<file path="src/common/nfhc_pkg.sv">
// Shared constants and types for the NAND flash host command controller.
package nfhc_pkg;
	localparam int CLK_PERIOD_NS = 20;

	// Pin timing figures in nanoseconds, and the derived clock counts.
	localparam int T_WB_NS  = 100;
	localparam int T_WHR_NS = 60;
	localparam int T_WW_NS  = 100;
	localparam logic [7:0] WB_CYC  = 8'((T_WB_NS + CLK_PERIOD_NS - 1) / CLK_PERIOD_NS);
	localparam logic [7:0] WHR_CYC = 8'((T_WHR_NS + CLK_PERIOD_NS - 1) / CLK_PERIOD_NS);
	localparam logic [7:0] WW_CYC  = 8'((T_WW_NS + CLK_PERIOD_NS - 1) / CLK_PERIOD_NS);

	// Page geometry and address framing.
	localparam logic [12:0] PAGE_BYTES  = 13'h0840;
	localparam logic [2:0]  ADDR_CYCLES = 3'h5;

	// Command bytes.
	localparam logic [7:0] CMD_READ_SETUP   = 8'h00;
	localparam logic [7:0] CMD_READ_START   = 8'h30;
	localparam logic [7:0] CMD_PROG_SETUP   = 8'h80;
	localparam logic [7:0] CMD_PROG_CONFIRM = 8'h10;
	localparam logic [7:0] CMD_CACHE_PROG   = 8'h15;
	localparam logic [7:0] CMD_STATUS       = 8'h70;
	localparam logic [7:0] CMD_RESET        = 8'hff;

	typedef enum logic [1:0] {
		OP_READ    = 2'h0,
		OP_PROGRAM = 2'h1,
		OP_STATUS  = 2'h2,
		OP_RESET   = 2'h3
	} nfhc_op_t;

	// Which command byte of the current operation is due next.
	typedef enum logic [1:0] {
		STG_FIRST  = 2'h0,
		STG_SECOND = 2'h1,
		STG_STATUS = 2'h2
	} nfhc_stage_t;

	typedef enum logic [6:0] {
		ST_IDLE  = 7'b000_0001,
		ST_PREP  = 7'b000_0010,
		ST_CMD   = 7'b000_0100,
		ST_ADDR  = 7'b000_1000,
		ST_WDATA = 7'b001_0000,
		ST_WAIT  = 7'b010_0000,
		ST_RDATA = 7'b100_0000
	} nfhc_state_t;

	typedef struct packed {
		nfhc_op_t    op;
		logic [11:0] column;
		logic [16:0] row;
		logic [11:0] length;
	} nfhc_req_t;
endpackage

</file>
<file path="src/verilog/nfhc_fifo.sv">
// Write-data FIFO between the user port and the flash data-input phase.
`timescale 1ns/100ps
module nfhc_fifo #(
	parameter int WIDTH = 8,
	parameter int DEPTH = 8
) (
	input  wire logic             clock_in,
	input  wire logic             reset_n_in,
	input  wire logic             in_valid_in,
	output logic                  in_ready_out,
	input  wire logic [WIDTH-1:0] in_data_in,
	output logic                  out_valid_out,
	input  wire logic             out_ready_in,
	output logic      [WIDTH-1:0] out_data_out
);
	localparam int AW = $clog2(DEPTH);

	logic [WIDTH-1:0] mem [DEPTH];
	logic [AW-1:0]    wr_ptr_reg;
	logic [AW-1:0]    rd_ptr_reg;
	logic [AW:0]      count_reg;
	logic [AW:0]      count_next;
	logic             ready_reg;
	logic             push;
	logic             pop;

	assign push          = in_valid_in && ready_reg;
	assign pop           = out_ready_in && (count_reg != '0);
	assign count_next    = count_reg + (AW+1)'(push) - (AW+1)'(pop);
	assign in_ready_out  = ready_reg;
	assign out_valid_out = (count_reg != '0);
	assign out_data_out  = mem[rd_ptr_reg];

	always_ff @(posedge clock_in or negedge reset_n_in) begin
		if (!reset_n_in) begin
			wr_ptr_reg <= '0;
			rd_ptr_reg <= '0;
			count_reg  <= '0;
			ready_reg  <= 1'b0;
		end else begin
			wr_ptr_reg <= push ? AW'((wr_ptr_reg + 1'b1) % DEPTH) : wr_ptr_reg;
			rd_ptr_reg <= pop ? AW'((rd_ptr_reg + 1'b1) % DEPTH) : rd_ptr_reg;
			count_reg  <= count_next;
			ready_reg  <= (count_next != (AW+1)'(DEPTH));
		end
	end

	always_ff @(posedge clock_in) begin
		if (push) begin
			mem[wr_ptr_reg] <= in_data_in;
		end
	end
endmodule

</file>
<file path="src/verilog/nfhc_host.sv">
// Host controller that drives a NAND flash through its command, address and data pins.
//
// Behaviour
// RULE1: Command byte latched on write strobe rise.
// RULE2: Address byte latched on write strobe rise.
// RULE3: Chip enable high while ready gives standby.
// RULE4: Chip enable ignored while device busy.
// RULE5: Read strobe fall outputs byte, advances column.
// RULE6: Write protect low blocks program and erase.
// RULE7: Open-drain ready/busy low during operations.
// RULE8: Address goes in five framed byte cycles.
// RULE9: Upper page bits select block, lower page.
// RULE10: Page 2112 bytes, block 64 pages.
// RULE11: Latch lines decide each bus cycle type.
// RULE12: Strobes stay high while read busy.
// RULE13: Only status and reset accepted while busy.
// RULE14: Read is 00h, address, then 30h.
// RULE15: Column change and cached read commands.
// RULE16: Program input, column redirect, program starts.
// RULE17: Page copy command sequences.
// RULE18: At most column 2111; no bus contention.
// RULE19: End cached program with 10h.
// RULE20: Cached read resets column counter.
// RULE21: Array load finishes within 25 us.
// RULE22: Programming busy typically 300, max 700 us.
// RULE23: Busy durations set by parameters.
// RULE24: Undefined command bytes are ignored.
`timescale 1ns/100ps
module nfhc_host #(
	parameter int FIFO_DEPTH = 8
) (
	input  wire logic               clock_in,
	input  wire logic               reset_n_in,
	input  wire logic               req_valid_in,
	input  wire nfhc_pkg::nfhc_req_t req_in,
	output logic                    req_ready_out,
	input  wire logic               wdata_valid_in,
	input  wire logic [7:0]         wdata_in,
	output logic                    wdata_ready_out,
	output logic                    rdata_valid_out,
	output logic [7:0]              rdata_out,
	output logic [7:0]              status_out,
	output logic                    done_out,
	output logic                    busy_out,
	output logic                    ce_n_out,
	output logic                    cle_out,
	output logic                    ale_out,
	output logic                    we_n_out,
	output logic                    re_n_out,
	output logic                    wp_n_out,
	output logic [7:0]              io_out,
	output logic                    io_oe_n_out,
	input  wire logic [7:0]         io_in,
	input  wire logic               ready_busy_n_in
);
	import nfhc_pkg::*;

	nfhc_state_t state_reg, state_next;
	nfhc_stage_t stage_reg, stage_next;
	nfhc_req_t   req_reg, req_next;
	logic        ph_reg, ph_next;
	logic        poll_reg, poll_next;
	logic [7:0]  cnt_reg, cnt_next;
	logic [2:0]  addr_idx_reg, addr_idx_next;
	logic [11:0] byte_cnt_reg, byte_cnt_next;
	logic        ready_reg, ready_next;
	logic        rvalid_next, done_next, busy_next;
	logic [7:0]  rdata_next, status_next, io_next;
	logic        ce_n_next, cle_next, ale_next, we_n_next, re_n_next, wp_n_next, oe_n_next;
	logic        fifo_valid;
	logic [7:0]  fifo_data;
	logic        fifo_pop;
	logic [7:0]  cmd_byte;
	logic [7:0]  addr_byte;
	logic [12:0] col_now;
	logic        wdata_end;
	logic [11:0] read_len;

	function automatic logic [7:0] frame_addr(input logic [2:0] idx, input logic [11:0] col,
		input logic [16:0] row);
		case (idx)
			3'h0: frame_addr = col[7:0];
			3'h1: frame_addr = {4'h0, col[11:8]};
			3'h2: frame_addr = row[7:0];
			3'h3: frame_addr = row[15:8];
			default: frame_addr = {7'h00, row[16]};
		endcase
	endfunction

	function automatic logic [7:0] pick_cmd(input nfhc_op_t op, input nfhc_stage_t stg);
		if (stg == STG_STATUS || op == OP_STATUS) begin
			pick_cmd = CMD_STATUS;
		end else if (op == OP_RESET) begin
			pick_cmd = CMD_RESET;
		end else if (op == OP_READ) begin
			pick_cmd = (stg == STG_FIRST) ? CMD_READ_SETUP : CMD_READ_START;
		end else begin
			pick_cmd = (stg == STG_FIRST) ? CMD_PROG_SETUP : CMD_PROG_CONFIRM;
		end
	endfunction

	assign cmd_byte  = pick_cmd(req_reg.op, stage_reg); // see RULE14 see RULE19
	assign addr_byte = frame_addr(addr_idx_reg, req_reg.column, req_reg.row); // see RULE8
	assign col_now   = 13'(req_reg.column) + 13'(byte_cnt_reg);
	// Input stops at the requested length or at the page end, whichever comes first.
	assign wdata_end = (byte_cnt_reg == req_reg.length) || (col_now >= PAGE_BYTES); // see RULE18
	assign fifo_pop  = (state_reg == ST_WDATA) && !ph_reg && !wdata_end && fifo_valid;
	assign read_len  = (req_reg.op == OP_READ) ? req_reg.length : 12'h001;

	nfhc_fifo #(
		.WIDTH (8),
		.DEPTH (FIFO_DEPTH)
	) u_wfifo (
		.clock_in      (clock_in),
		.reset_n_in    (reset_n_in),
		.in_valid_in   (wdata_valid_in),
		.in_ready_out  (wdata_ready_out),
		.in_data_in    (wdata_in),
		.out_valid_out (fifo_valid),
		.out_ready_in  (fifo_pop),
		.out_data_out  (fifo_data)
	);

	always_comb begin
		state_next    = state_reg;
		stage_next    = stage_reg;
		req_next      = req_reg;
		ph_next       = ph_reg;
		poll_next     = poll_reg;
		cnt_next      = cnt_reg;
		addr_idx_next = addr_idx_reg;
		byte_cnt_next = byte_cnt_reg;
		rdata_next    = rdata_out;
		status_next   = status_out;
		io_next       = io_out;
		ce_n_next     = ce_n_out;
		wp_n_next     = wp_n_out;
		cle_next      = 1'b0;
		ale_next      = 1'b0;
		we_n_next     = 1'b1;
		re_n_next     = 1'b1;
		oe_n_next     = 1'b1;
		rvalid_next   = 1'b0;
		done_next     = 1'b0;
		case (state_reg)
			ST_IDLE: begin
				if (req_valid_in && ready_reg) begin
					req_next   = req_in;
					stage_next = STG_FIRST;
					cnt_next   = WW_CYC;
					ce_n_next  = 1'b0;
					wp_n_next  = (req_in.op == OP_PROGRAM); // see RULE6
					state_next = ST_PREP;
				end
			end
			ST_PREP: begin
				if (cnt_reg == 8'h00) begin
					ph_next    = 1'b0;
					state_next = ST_CMD;
				end else begin
					cnt_next = cnt_reg - 8'h01;
				end
			end
			ST_CMD: begin
				cle_next  = 1'b1; // see RULE11
				oe_n_next = 1'b0;
				io_next   = cmd_byte;
				if (!ph_reg) begin
					we_n_next = 1'b0;
					ph_next   = 1'b1;
				end else begin
					// The byte is latched on the rising strobe that this step issues at the next clock edge.
					ph_next = 1'b0; // see RULE1
					if (stage_reg == STG_FIRST && (req_reg.op == OP_READ || req_reg.op == OP_PROGRAM)) begin
						addr_idx_next = 3'h0;
						state_next    = ST_ADDR;
					end else begin
						poll_next  = (req_reg.op == OP_RESET) || (stage_reg == STG_SECOND);
						cnt_next   = ((req_reg.op == OP_RESET) || (stage_reg == STG_SECOND)) ? WB_CYC : WHR_CYC;
						state_next = ST_WAIT;
					end
				end
			end
			ST_ADDR: begin
				ale_next  = 1'b1; // see RULE11
				oe_n_next = 1'b0;
				io_next   = addr_byte;
				if (!ph_reg) begin
					we_n_next = 1'b0;
					ph_next   = 1'b1;
				end else begin
					ph_next = 1'b0; // see RULE2
					if (addr_idx_reg == ADDR_CYCLES - 3'h1) begin // see RULE8
						byte_cnt_next = 12'h000;
						stage_next    = STG_SECOND;
						state_next    = (req_reg.op == OP_PROGRAM) ? ST_WDATA : ST_CMD;
					end else begin
						addr_idx_next = addr_idx_reg + 3'h1;
					end
				end
			end
			ST_WDATA: begin
				if (ph_reg) begin
					oe_n_next = 1'b0;
					ph_next   = 1'b0;
				end else if (wdata_end) begin
					// Program is always confirmed with 10h, never left as a cache program.
					state_next = ST_CMD; // see RULE19
				end else if (fifo_valid) begin
					oe_n_next     = 1'b0;
					io_next       = fifo_data;
					we_n_next     = 1'b0;
					ph_next       = 1'b1;
					byte_cnt_next = byte_cnt_reg + 12'h001;
				end
			end
			ST_WAIT: begin
				// Strobes stay high for the whole wait, so nothing is latched while busy.
				if (cnt_reg != 8'h00) begin // see RULE12
					cnt_next = cnt_reg - 8'h01;
				end else if (!poll_reg || ready_busy_n_in) begin // see RULE7 see RULE21 see RULE22
					if (req_reg.op == OP_RESET) begin
						state_next = ST_IDLE;
						ce_n_next  = 1'b1;
						wp_n_next  = 1'b0;
						done_next  = 1'b1;
					end else if (req_reg.op == OP_PROGRAM && stage_reg == STG_SECOND) begin
						stage_next = STG_STATUS;
						ph_next    = 1'b0;
						state_next = ST_CMD;
					end else begin
						byte_cnt_next = 12'h000;
						ph_next       = 1'b0;
						state_next    = ST_RDATA;
					end
				end
			end
			ST_RDATA: begin
				if (ph_reg) begin
					// Data is valid one period after the read strobe fell.
					rdata_next    = io_in; // see RULE5
					status_next   = (req_reg.op == OP_READ) ? status_out : io_in;
					rvalid_next   = (req_reg.op == OP_READ);
					byte_cnt_next = byte_cnt_reg + 12'h001;
					ph_next       = 1'b0;
				end else if (byte_cnt_reg == read_len) begin
					state_next = ST_IDLE;
					ce_n_next  = 1'b1;
					wp_n_next  = 1'b0;
					done_next  = 1'b1;
				end else begin
					re_n_next = 1'b0;
					ph_next   = 1'b1;
				end
			end
			default: begin
				state_next = ST_IDLE;
			end
		endcase
	end

	assign ready_next = (state_next == ST_IDLE);
	assign busy_next  = (state_next != ST_IDLE);

	always_ff @(posedge clock_in or negedge reset_n_in) begin
		if (!reset_n_in) begin
			state_reg    <= ST_IDLE;
			stage_reg    <= STG_FIRST;
			req_reg      <= '0;
			ph_reg       <= 1'b0;
			poll_reg     <= 1'b0;
			cnt_reg      <= 8'h00;
			addr_idx_reg <= 3'h0;
			byte_cnt_reg <= 12'h000;
			ready_reg    <= 1'b0;
		end else begin
			state_reg    <= state_next;
			stage_reg    <= stage_next;
			req_reg      <= req_next;
			ph_reg       <= ph_next;
			poll_reg     <= poll_next;
			cnt_reg      <= cnt_next;
			addr_idx_reg <= addr_idx_next;
			byte_cnt_reg <= byte_cnt_next;
			ready_reg    <= ready_next;
		end
	end

	always_ff @(posedge clock_in or negedge reset_n_in) begin
		if (!reset_n_in) begin
			rdata_valid_out <= 1'b0;
			rdata_out       <= 8'h00;
			status_out      <= 8'h00;
			done_out        <= 1'b0;
			busy_out        <= 1'b0;
			ce_n_out        <= 1'b1;
			cle_out         <= 1'b0;
			ale_out         <= 1'b0;
			we_n_out        <= 1'b1;
			re_n_out        <= 1'b1;
			wp_n_out        <= 1'b0;
			io_out          <= 8'h00;
			io_oe_n_out     <= 1'b1;
		end else begin
			rdata_valid_out <= rvalid_next;
			rdata_out       <= rdata_next;
			status_out      <= status_next;
			done_out        <= done_next;
			busy_out        <= busy_next;
			ce_n_out        <= ce_n_next;
			cle_out         <= cle_next;
			ale_out         <= ale_next;
			we_n_out        <= we_n_next;
			re_n_out        <= re_n_next;
			wp_n_out        <= wp_n_next;
			io_out          <= io_next;
			io_oe_n_out     <= oe_n_next;
		end
	end

	assign req_ready_out = ready_reg;

	// Helper for assertions: address bytes strobed since the last command byte.
	logic [2:0] addr_run_reg;
	always_ff @(posedge clock_in or negedge reset_n_in) begin
		if (!reset_n_in) begin
			addr_run_reg <= 3'h0;
		end else if (!we_n_out && cle_out) begin
			addr_run_reg <= 3'h0;
		end else if (!we_n_out && ale_out) begin
			addr_run_reg <= addr_run_reg + 3'h1;
		end
	end

	property p_addr_frame;
		@(posedge clock_in) disable iff (!reset_n_in)
		!we_n_out && ale_out |-> (addr_run_reg != 3'h1 || io_out[7:4] == 4'h0)
			&& (addr_run_reg != 3'h4 || io_out[7:1] == 7'h00) && addr_run_reg < 3'h5;
	endproperty
	a_addr_frame: assert property (p_addr_frame) else $error("Address byte framing wrong."); // see RULE8

	property p_cycle_type;
		@(posedge clock_in) disable iff (!reset_n_in)
		(!we_n_out || !re_n_out) |-> !ce_n_out && !(cle_out && ale_out) && (re_n_out || !(cle_out || ale_out));
	endproperty
	a_cycle_type: assert property (p_cycle_type) else $error("Illegal latch line combination."); // see RULE11

	property p_quiet_busy;
		@(posedge clock_in) disable iff (!reset_n_in)
		state_reg == ST_WAIT && !ready_busy_n_in |=> we_n_out && re_n_out && cle_out == 1'b0;
	endproperty
	a_quiet_busy: assert property (p_quiet_busy) else $error("Strobe moved while device busy."); // see RULE12

	property p_read_seq;
		@(posedge clock_in) disable iff (!reset_n_in)
		!we_n_out && cle_out && io_out == CMD_READ_START |-> addr_run_reg == 3'h5 ##1 we_n_out [*2];
	endproperty
	a_read_seq: assert property (p_read_seq) else $error("Read start without five addresses."); // see RULE14

	property p_no_contention;
		@(posedge clock_in) disable iff (!reset_n_in)
		$fell(re_n_out) |-> io_oe_n_out && $past(io_oe_n_out);
	endproperty
	a_no_contention: assert property (p_no_contention) else $error("Bus driven during read."); // see RULE18

	property p_page_limit;
		@(posedge clock_in) disable iff (!reset_n_in)
		!we_n_out && !cle_out && !ale_out |-> col_now <= PAGE_BYTES;
	endproperty
	a_page_limit: assert property (p_page_limit) else $error("Data past column 2111."); // see RULE18

	property p_prog_end;
		@(posedge clock_in) disable iff (!reset_n_in)
		!we_n_out && cle_out && req_reg.op == OP_PROGRAM && stage_reg == STG_SECOND
			|-> io_out == CMD_PROG_CONFIRM && io_out != CMD_CACHE_PROG;
	endproperty
	a_prog_end: assert property (p_prog_end) else $error("Program not confirmed with 10h."); // see RULE19
endmodule

</file>
<file path="config.mk">
export PLATFORM = sky130hd
export DESIGN_NAME = nfhc_host
export DESIGN_NICKNAME = d
export VERILOG_FILES = /design/src/common/nfhc_pkg.sv /design/src/verilog/nfhc_fifo.sv /design/src/verilog/nfhc_host.sv
export SDC_FILE = /design/constraint.sdc
export NUM_CORES = 1
export LEC_CHECK = 0
export BUFFER_PORTS_ARGS = -buffer_cell sky130_fd_sc_hd__buf_2
export CELL_PAD_IN_SITES_DETAIL_PLACEMENT = 1
export CELL_PAD_IN_SITES_GLOBAL_PLACEMENT = 1
export CORE_MARGIN = 4
export CORE_UTILIZATION = 52
export DETAILED_ROUTE_END_ITERATION = 10
export PLACE_DENSITY_LB_ADDON = 0.1
export SLEW_MARGIN = 10
export SYNTH_ARGS = -nofsm -noshare
export SYNTH_HDL_FRONTEND = slang
export SYNTH_HIERARCHICAL = 1
export SYNTH_SLANG_ARGS = --single-unit
</file>
<file path="constraint.sdc">
create_clock -name clock_in -period 10.6 [get_ports clock_in]
set_clock_uncertainty 0.2 [all_clocks]
set_input_delay 0.53 -clock clock_in [delete_from_list [all_inputs] [get_ports clock_in]]
set_output_delay 0.53 -clock clock_in [all_outputs]
set_load 0.1 [all_outputs]
</file>
# After elaboration in Yosys (flattened, before gate mapping)
# Memory sizes are Yosys's and may differ from the RTL's.
# Cells that the tools add are included.
# totals
regBits,123
ram_bits,64
inputBits,64
wordCells,230
memories,1
# classes
addsub,8
order_cmp,1
eq_ne,44
mux,104
bitwise,2
n_reduce_logical,41
# mem_list
memory,words,word_bits,read_ports,rd_ports_with_merged_regs,wr,line_no,source
u_wfifo.mem,8,8,1,0,1,nfhc_fifo.sv:18,logic [WIDTH-1:0] mem [DEPTH];
# ops
op,count
$mux W12,11
$mux W8,12
$mux W7,13
$pmux W8 S4,2
$pmux W7 S7,1
$pmux W12 S4,1
$ne A2 B2 Y1 const B,22
$mux W1,40
$eq A12 B12 Y1,2
$pmux W8 S3,1
$mux W3,5
$eq A7 B1 Y1 const B,2
$mux W2,7
$add A12 B12 Y13,1
$ge A13 B12 Y1 const B,1
$add A12 B1 Y12 const B,1
$mux W6,2
$reduce_bool A4 Y1,3
$reduce_and A11 Y1,1
$reduce_and A5 Y1,2
$add A3 B1 Y3 const B,3
$reduce_bool A3 Y1,3
$logic_and A1 B1 Y1,8
$logic_not A8 Y1,1
other kinds (37),55

# Logic depth before layout (Yosys ltp)
# logic_depth
word_depth,9
depth_mapped,20

# Hierarchy
# The synthesis kept the hierarchy.
# by_module_without_submodules
module,instances,cells_each,area_each_um2,seq_area_each_um2
nfhc_host,1,574,5947.0,2808.9
nfhc_fifo,1,150,3086.7,2197.1

# Least setup slack after synthesis
# Ideal clock, no wire load.
# synth_timing
path_kind,register -> register
startpoint,reg byte_cnt_reg[0]
endpoint,"reg u_wfifo.ready_reg, in the netlist u_wfifo/in_ready_out"
setup_time_ns,0.133
arrival_ns,3.863
path_slack_ns,6.404
stages_incl_launch_ff,21
n_path_buf,0
cell_sequence,dfrtp_1 > ha_1 > fa_1 > a211oi_1 > o211ai_1 > nand3_1 > a21boi_0 > or3_1 > nor2_1 > nand2_1 > nor3_1 > nand2_1 > inv_1 > ha_1 > inv_1 > ha_1 > inv_1 > fa_1 > inv_1 > nor4b_1 > mux2i_1
# synth_via
elab_chain_len,9
elab_cells_between_ends,10
cone_classes,add/sub (2); order compare (1); eq/ne (2); reduce/logical (5)
# synth_rtl
element,line_no,source
start: declaration,nfhc_host.sv:65,"logic [11:0] byte_cnt_reg, byte_cnt_next;"
start signal: assignment,nfhc_host.sv:284,byte_cnt_reg <= byte_cnt_next;
$add A12 B12 Y13,nfhc_host.sv:104,assign col_now = 13'(req_reg.column) + 13'(byte_cnt_reg);
$ge A13 B12 Y1,nfhc_host.sv:106,assign wdata_end = (byte_cnt_reg == req_reg.length) || (col_now >= PAGE_BYTES);
$logic_or A1 B1 Y1 (*),nfhc_host.sv:106,
$logic_not A1 Y1 (*),nfhc_host.sv:107,assign fifo_pop = (state_reg == ST_WDATA) && !ph_reg && !wdata_end && fifo_valid;
$logic_and A1 B1 Y1 (*) (2 in series),nfhc_host.sv:107,
net fifo_pop,nfhc_host.sv:72,logic fifo_pop;
$logic_and A1 B1 Y1 (*),nfhc_fifo.sv:28,assign pop = out_ready_in && (count_reg != '0);
net u_wfifo.pop,nfhc_fifo.sv:25,logic pop;
$sub A4 B1 Y4 (*),nfhc_fifo.sv:29,assign count_next = count_reg + (AW+1)'(push) - (AW+1)'(pop);
net u_wfifo.count_next[1],nfhc_fifo.sv:22,logic [AW:0] count_next;
$ne A4 B4 Y1 (*),nfhc_fifo.sv:44,ready_reg <= (count_next != (AW+1)'(DEPTH));
end signal: assignment,nfhc_fifo.sv:44,
end: declaration,nfhc_fifo.sv:23,logic ready_reg;
# Mark *: on every way through the listed nets, which the timed path passes. The rest lies on a longest branch.
# A chain may end at the register's enable or synchronous reset.

# Worst setup path in the final report
# Ends and elaborated chain as after synthesis.

==> impl_metrics.ini <==
[worst_setup_path]
cp_data_arrival_time_ps = 5090
crit_fanout = 7
ff2ff_setup_slack_ps = 5630
criticalPathCategory = flip-flop to flip-flop
crit_slowest_cell = fa_1
cp_common_cell = inv_1
reg2reg_to = u_wfifo/in_ready_out
path_cells = ha_1 -> fa_1 -> a211oi_1 -> o211ai_1 -> nand3_1 -> a21boi_0 -> or3_1 -> nor2_1 -> nand2_1 -> nor3_1 -> nand2_1 -> inv_1 -> ha_1 -> inv_1 -> ha_1 -> inv_1 -> fa_1 -> inv_1 -> nor4b_1 -> mux2i_1
critPathCaptureType = flip-flop
worstPathRequired_ps = 10720
startpoint_type = flip-flop
reg2regPathDepth = 20
crit_path_max_incr_delay_ps = 490
r2r-start = byte_cnt_reg[0]

[clocking]
cts_made_buffers = 17
clock-sinks = 187
cts.repair.resized = 0
cts_tree = built
htreeDepth = 4
ctsRootBufferMaster = clkbuf_16
postCtsSetupBuffers = 0
clk_latency_ps = 440
clk_path_buf_depth = 2
holdBufCountCts = 1
clkTransAtPathRegs_ps = 70

[timing]
setup_viol = 0
tns_ps = 0
worstMarginPinSlew_ps = 1100
slew_violations = 0
max_freq_mhz = 201
slew_headroom = 0.270
hold_ws_ps = 105
min_period_over_period = 0.469
period_minus_slack_ps = 4970
rsz0062_at_grt = no
hold_viol_final = 0

[run_status]
status = finished, final reports clean

[routing]
wl_um = 24000
ant_nets = 0
drt_first_pass_iters = 6
num_vias = 6383
wire_per_inst_um = 22.7
dr.first_iter.drc_count = 403
vias_per_cell = 6.04
route.detailed.drc = 0

[die]
die_area_mm2 = 0.0195
start_util = 0.537
ios = 100
core_area_mm2 = 0.0168
fp-row-count = 47
die_w_um = 140
chipHeight_um = 140

[hold_path]
hold_class = input port to flip-flop
min_to = rdata_out[2]
min_from = io_in[2]
hold_depth = 3

[synth]
synth_top_area_frac = 0.327
mappedNetlistArea_mm2 = 0.00903
ys_async_sr_fraction = 0.658
synth_top_family_by_area = multiplexers
synth_compound_area_frac = 0.103
ys_ff_latch = 187
yosysTopAreaCell = dfrtp_1
yosys.area_share.simple = 0.122
synth_cell_type_count = 74
ys_seq_area_frac = 0.554
netlist_top_cells_area = dfrtp_1, edfxtp_1, mux2_2
synthMuxAreaShare = 0.140
synth_xor_area_frac = 0.0116
ys_warn_count = 6
synth-edff-count = 64
syn_area_per_cell_um2 = 12.5
synth_nets = 816
netlist_instances = 724
ys.flop_type = dfrtp_1
synth_fa_ha_area_frac = 0.0404

[power]
p_int_mw = 1.53
p_sw_mw = 0.843
sw_frac_of_total = 0.355
power_frac_clock = 0.269
power_frac_comb = 0.293
peakVddDrop_mv = 0.161
power_frac_seq = 0.439
p_leak_nw = 4.45
p_per_area_mw_per_mm2 = 230

[layout]
diodes = 0
largest_reg_flops = 64
final_cells = 1056
post-route-util = 0.614
final_nets = 916
area_growth_pct = 14.4
layout-drive-gt1-share = 0.274

[global_route]
antenna_found_initial = 0
grt_pass1_vias = 7060
grt_overflow = 0
grt_max_degree = 73
grt_first_pass_wirelength_um = 38900
grt_usage = 0.253

[placement]
portBuffers = 99
placed_cells = 1024
hpwl_um = 17500
gp_congestion = 0.909

[flow_run]
cap_violations = 0
## cells in the final DEF (no fill, tap or decap), types with 17 or more instances in the layout
master	instances
clkbuf_16	17
nand2_1	63
nor2_1	42
ha_1	26
a21oi_1	26
o21ai_0	26
edfxtp_1	64
dfrtp_1	118
mux2_2	73
buf_2	98
nor3_1	17
inv_1	34
## logic make-up (layout without fill, tap and decap cells)
kind of cell / Yosys count / after routing
and+or+nand+nor: 210 / 210
DFF: 187 / 187
AOI/OAI and AO/OA: 135 / 135
muxes: 91 / 91
buffers and inverters: 61 / 173
adders and majority gates: 28 / 28
xor gates and xnor gates: 12 / 12
## how the worst max path moves through the flow
stage | from | cells past startpoint | slack (ps) | end
after global routing | byte_cnt_reg[0] | 20 | 5250 | u_wfifo/in_ready_out
after detailed placement | byte_cnt_reg[0] | 20 | 5680 | u_wfifo/in_ready_out
after global placement | byte_cnt_reg[0] | 20 | 5920 | u_wfifo/in_ready_out
after floorplan | byte_cnt_reg[0] | 20 | 6400 | u_wfifo/in_ready_out
after CTS | byte_cnt_reg[0] | 20 | 5650 | u_wfifo/in_ready_out
final | byte_cnt_reg[0] | 20 | 5630 | u_wfifo/in_ready_out
## synth_stat cells, drive strengths merged (6+ instances only)
cell / number
dfrtp: 118
mux2: 73
edfxtp: 64
nand2: 63
nor2: 45
inv: 34
a21oi: 26
ha: 26
o21ai: 26
clkbuf: 20
nor3: 17
mux4: 16
nand3: 16
and3: 10
a22oi: 8
nand2b: 8
nor4: 8
o211ai: 8
o31ai: 8
or4: 8
xor2: 7
a211oi: 6
a31oi: 6
buf: 6
nand4: 6
## area by class of cell
class	instances	area (um2)
flip-flops and latches	187	5010
clock inverters	13	151
repair buffers	107	561
multi-input cells	476	3780
well taps	220	275
clock buffers	18	429
inverters	35	131
fillers	1724	6490
## power groups by stage
stage	registers [mW]	logic (mW)	clock network, mW
6_report	1.04	0.696	0.638
5_1_grt	1.06	0.765	0.680
4_1_cts	1.04	0.702	0.643
3_5_place_dp	1.05	0.693	0
3_3_place_gp	1.04	0.650	0
2_1_floorplan	1.05	0.473	0
## through the flow
stage	instance area, um2	power (mW)	worst slack [ps]
floorplan	9030	1.53	6400
global placement	9740	1.69	5920
detailed placement	9740	1.75	5680
CTS	10300	2.39	5650
global route	10300	2.51	5250
finish	10300	2.38	5630
## layer usage
layer  vias up  GRT usage  wire length, um  part of all wire
met2       125      0.444            12700              0.53
met4         0     0.0775              479             0.020
met3        34     0.0501              818             0.034
li1       2932          -                -                 -
met1      3292      0.318             9980              0.42
met5         -          0                0                 0
## critical path: cells and delay by family, from the launching register on
family	cells	cell delay [ps]
AO/OA/AOI/OAI	3	560
adder cells (fa/ha/maj)	5	1520
buffers and inverters	4	300
flip-flops	1	460
multiplexers	1	120
AND/OR/NAND/NOR	7	1700
No activity file was read; power rests on OpenSTA's default activity.
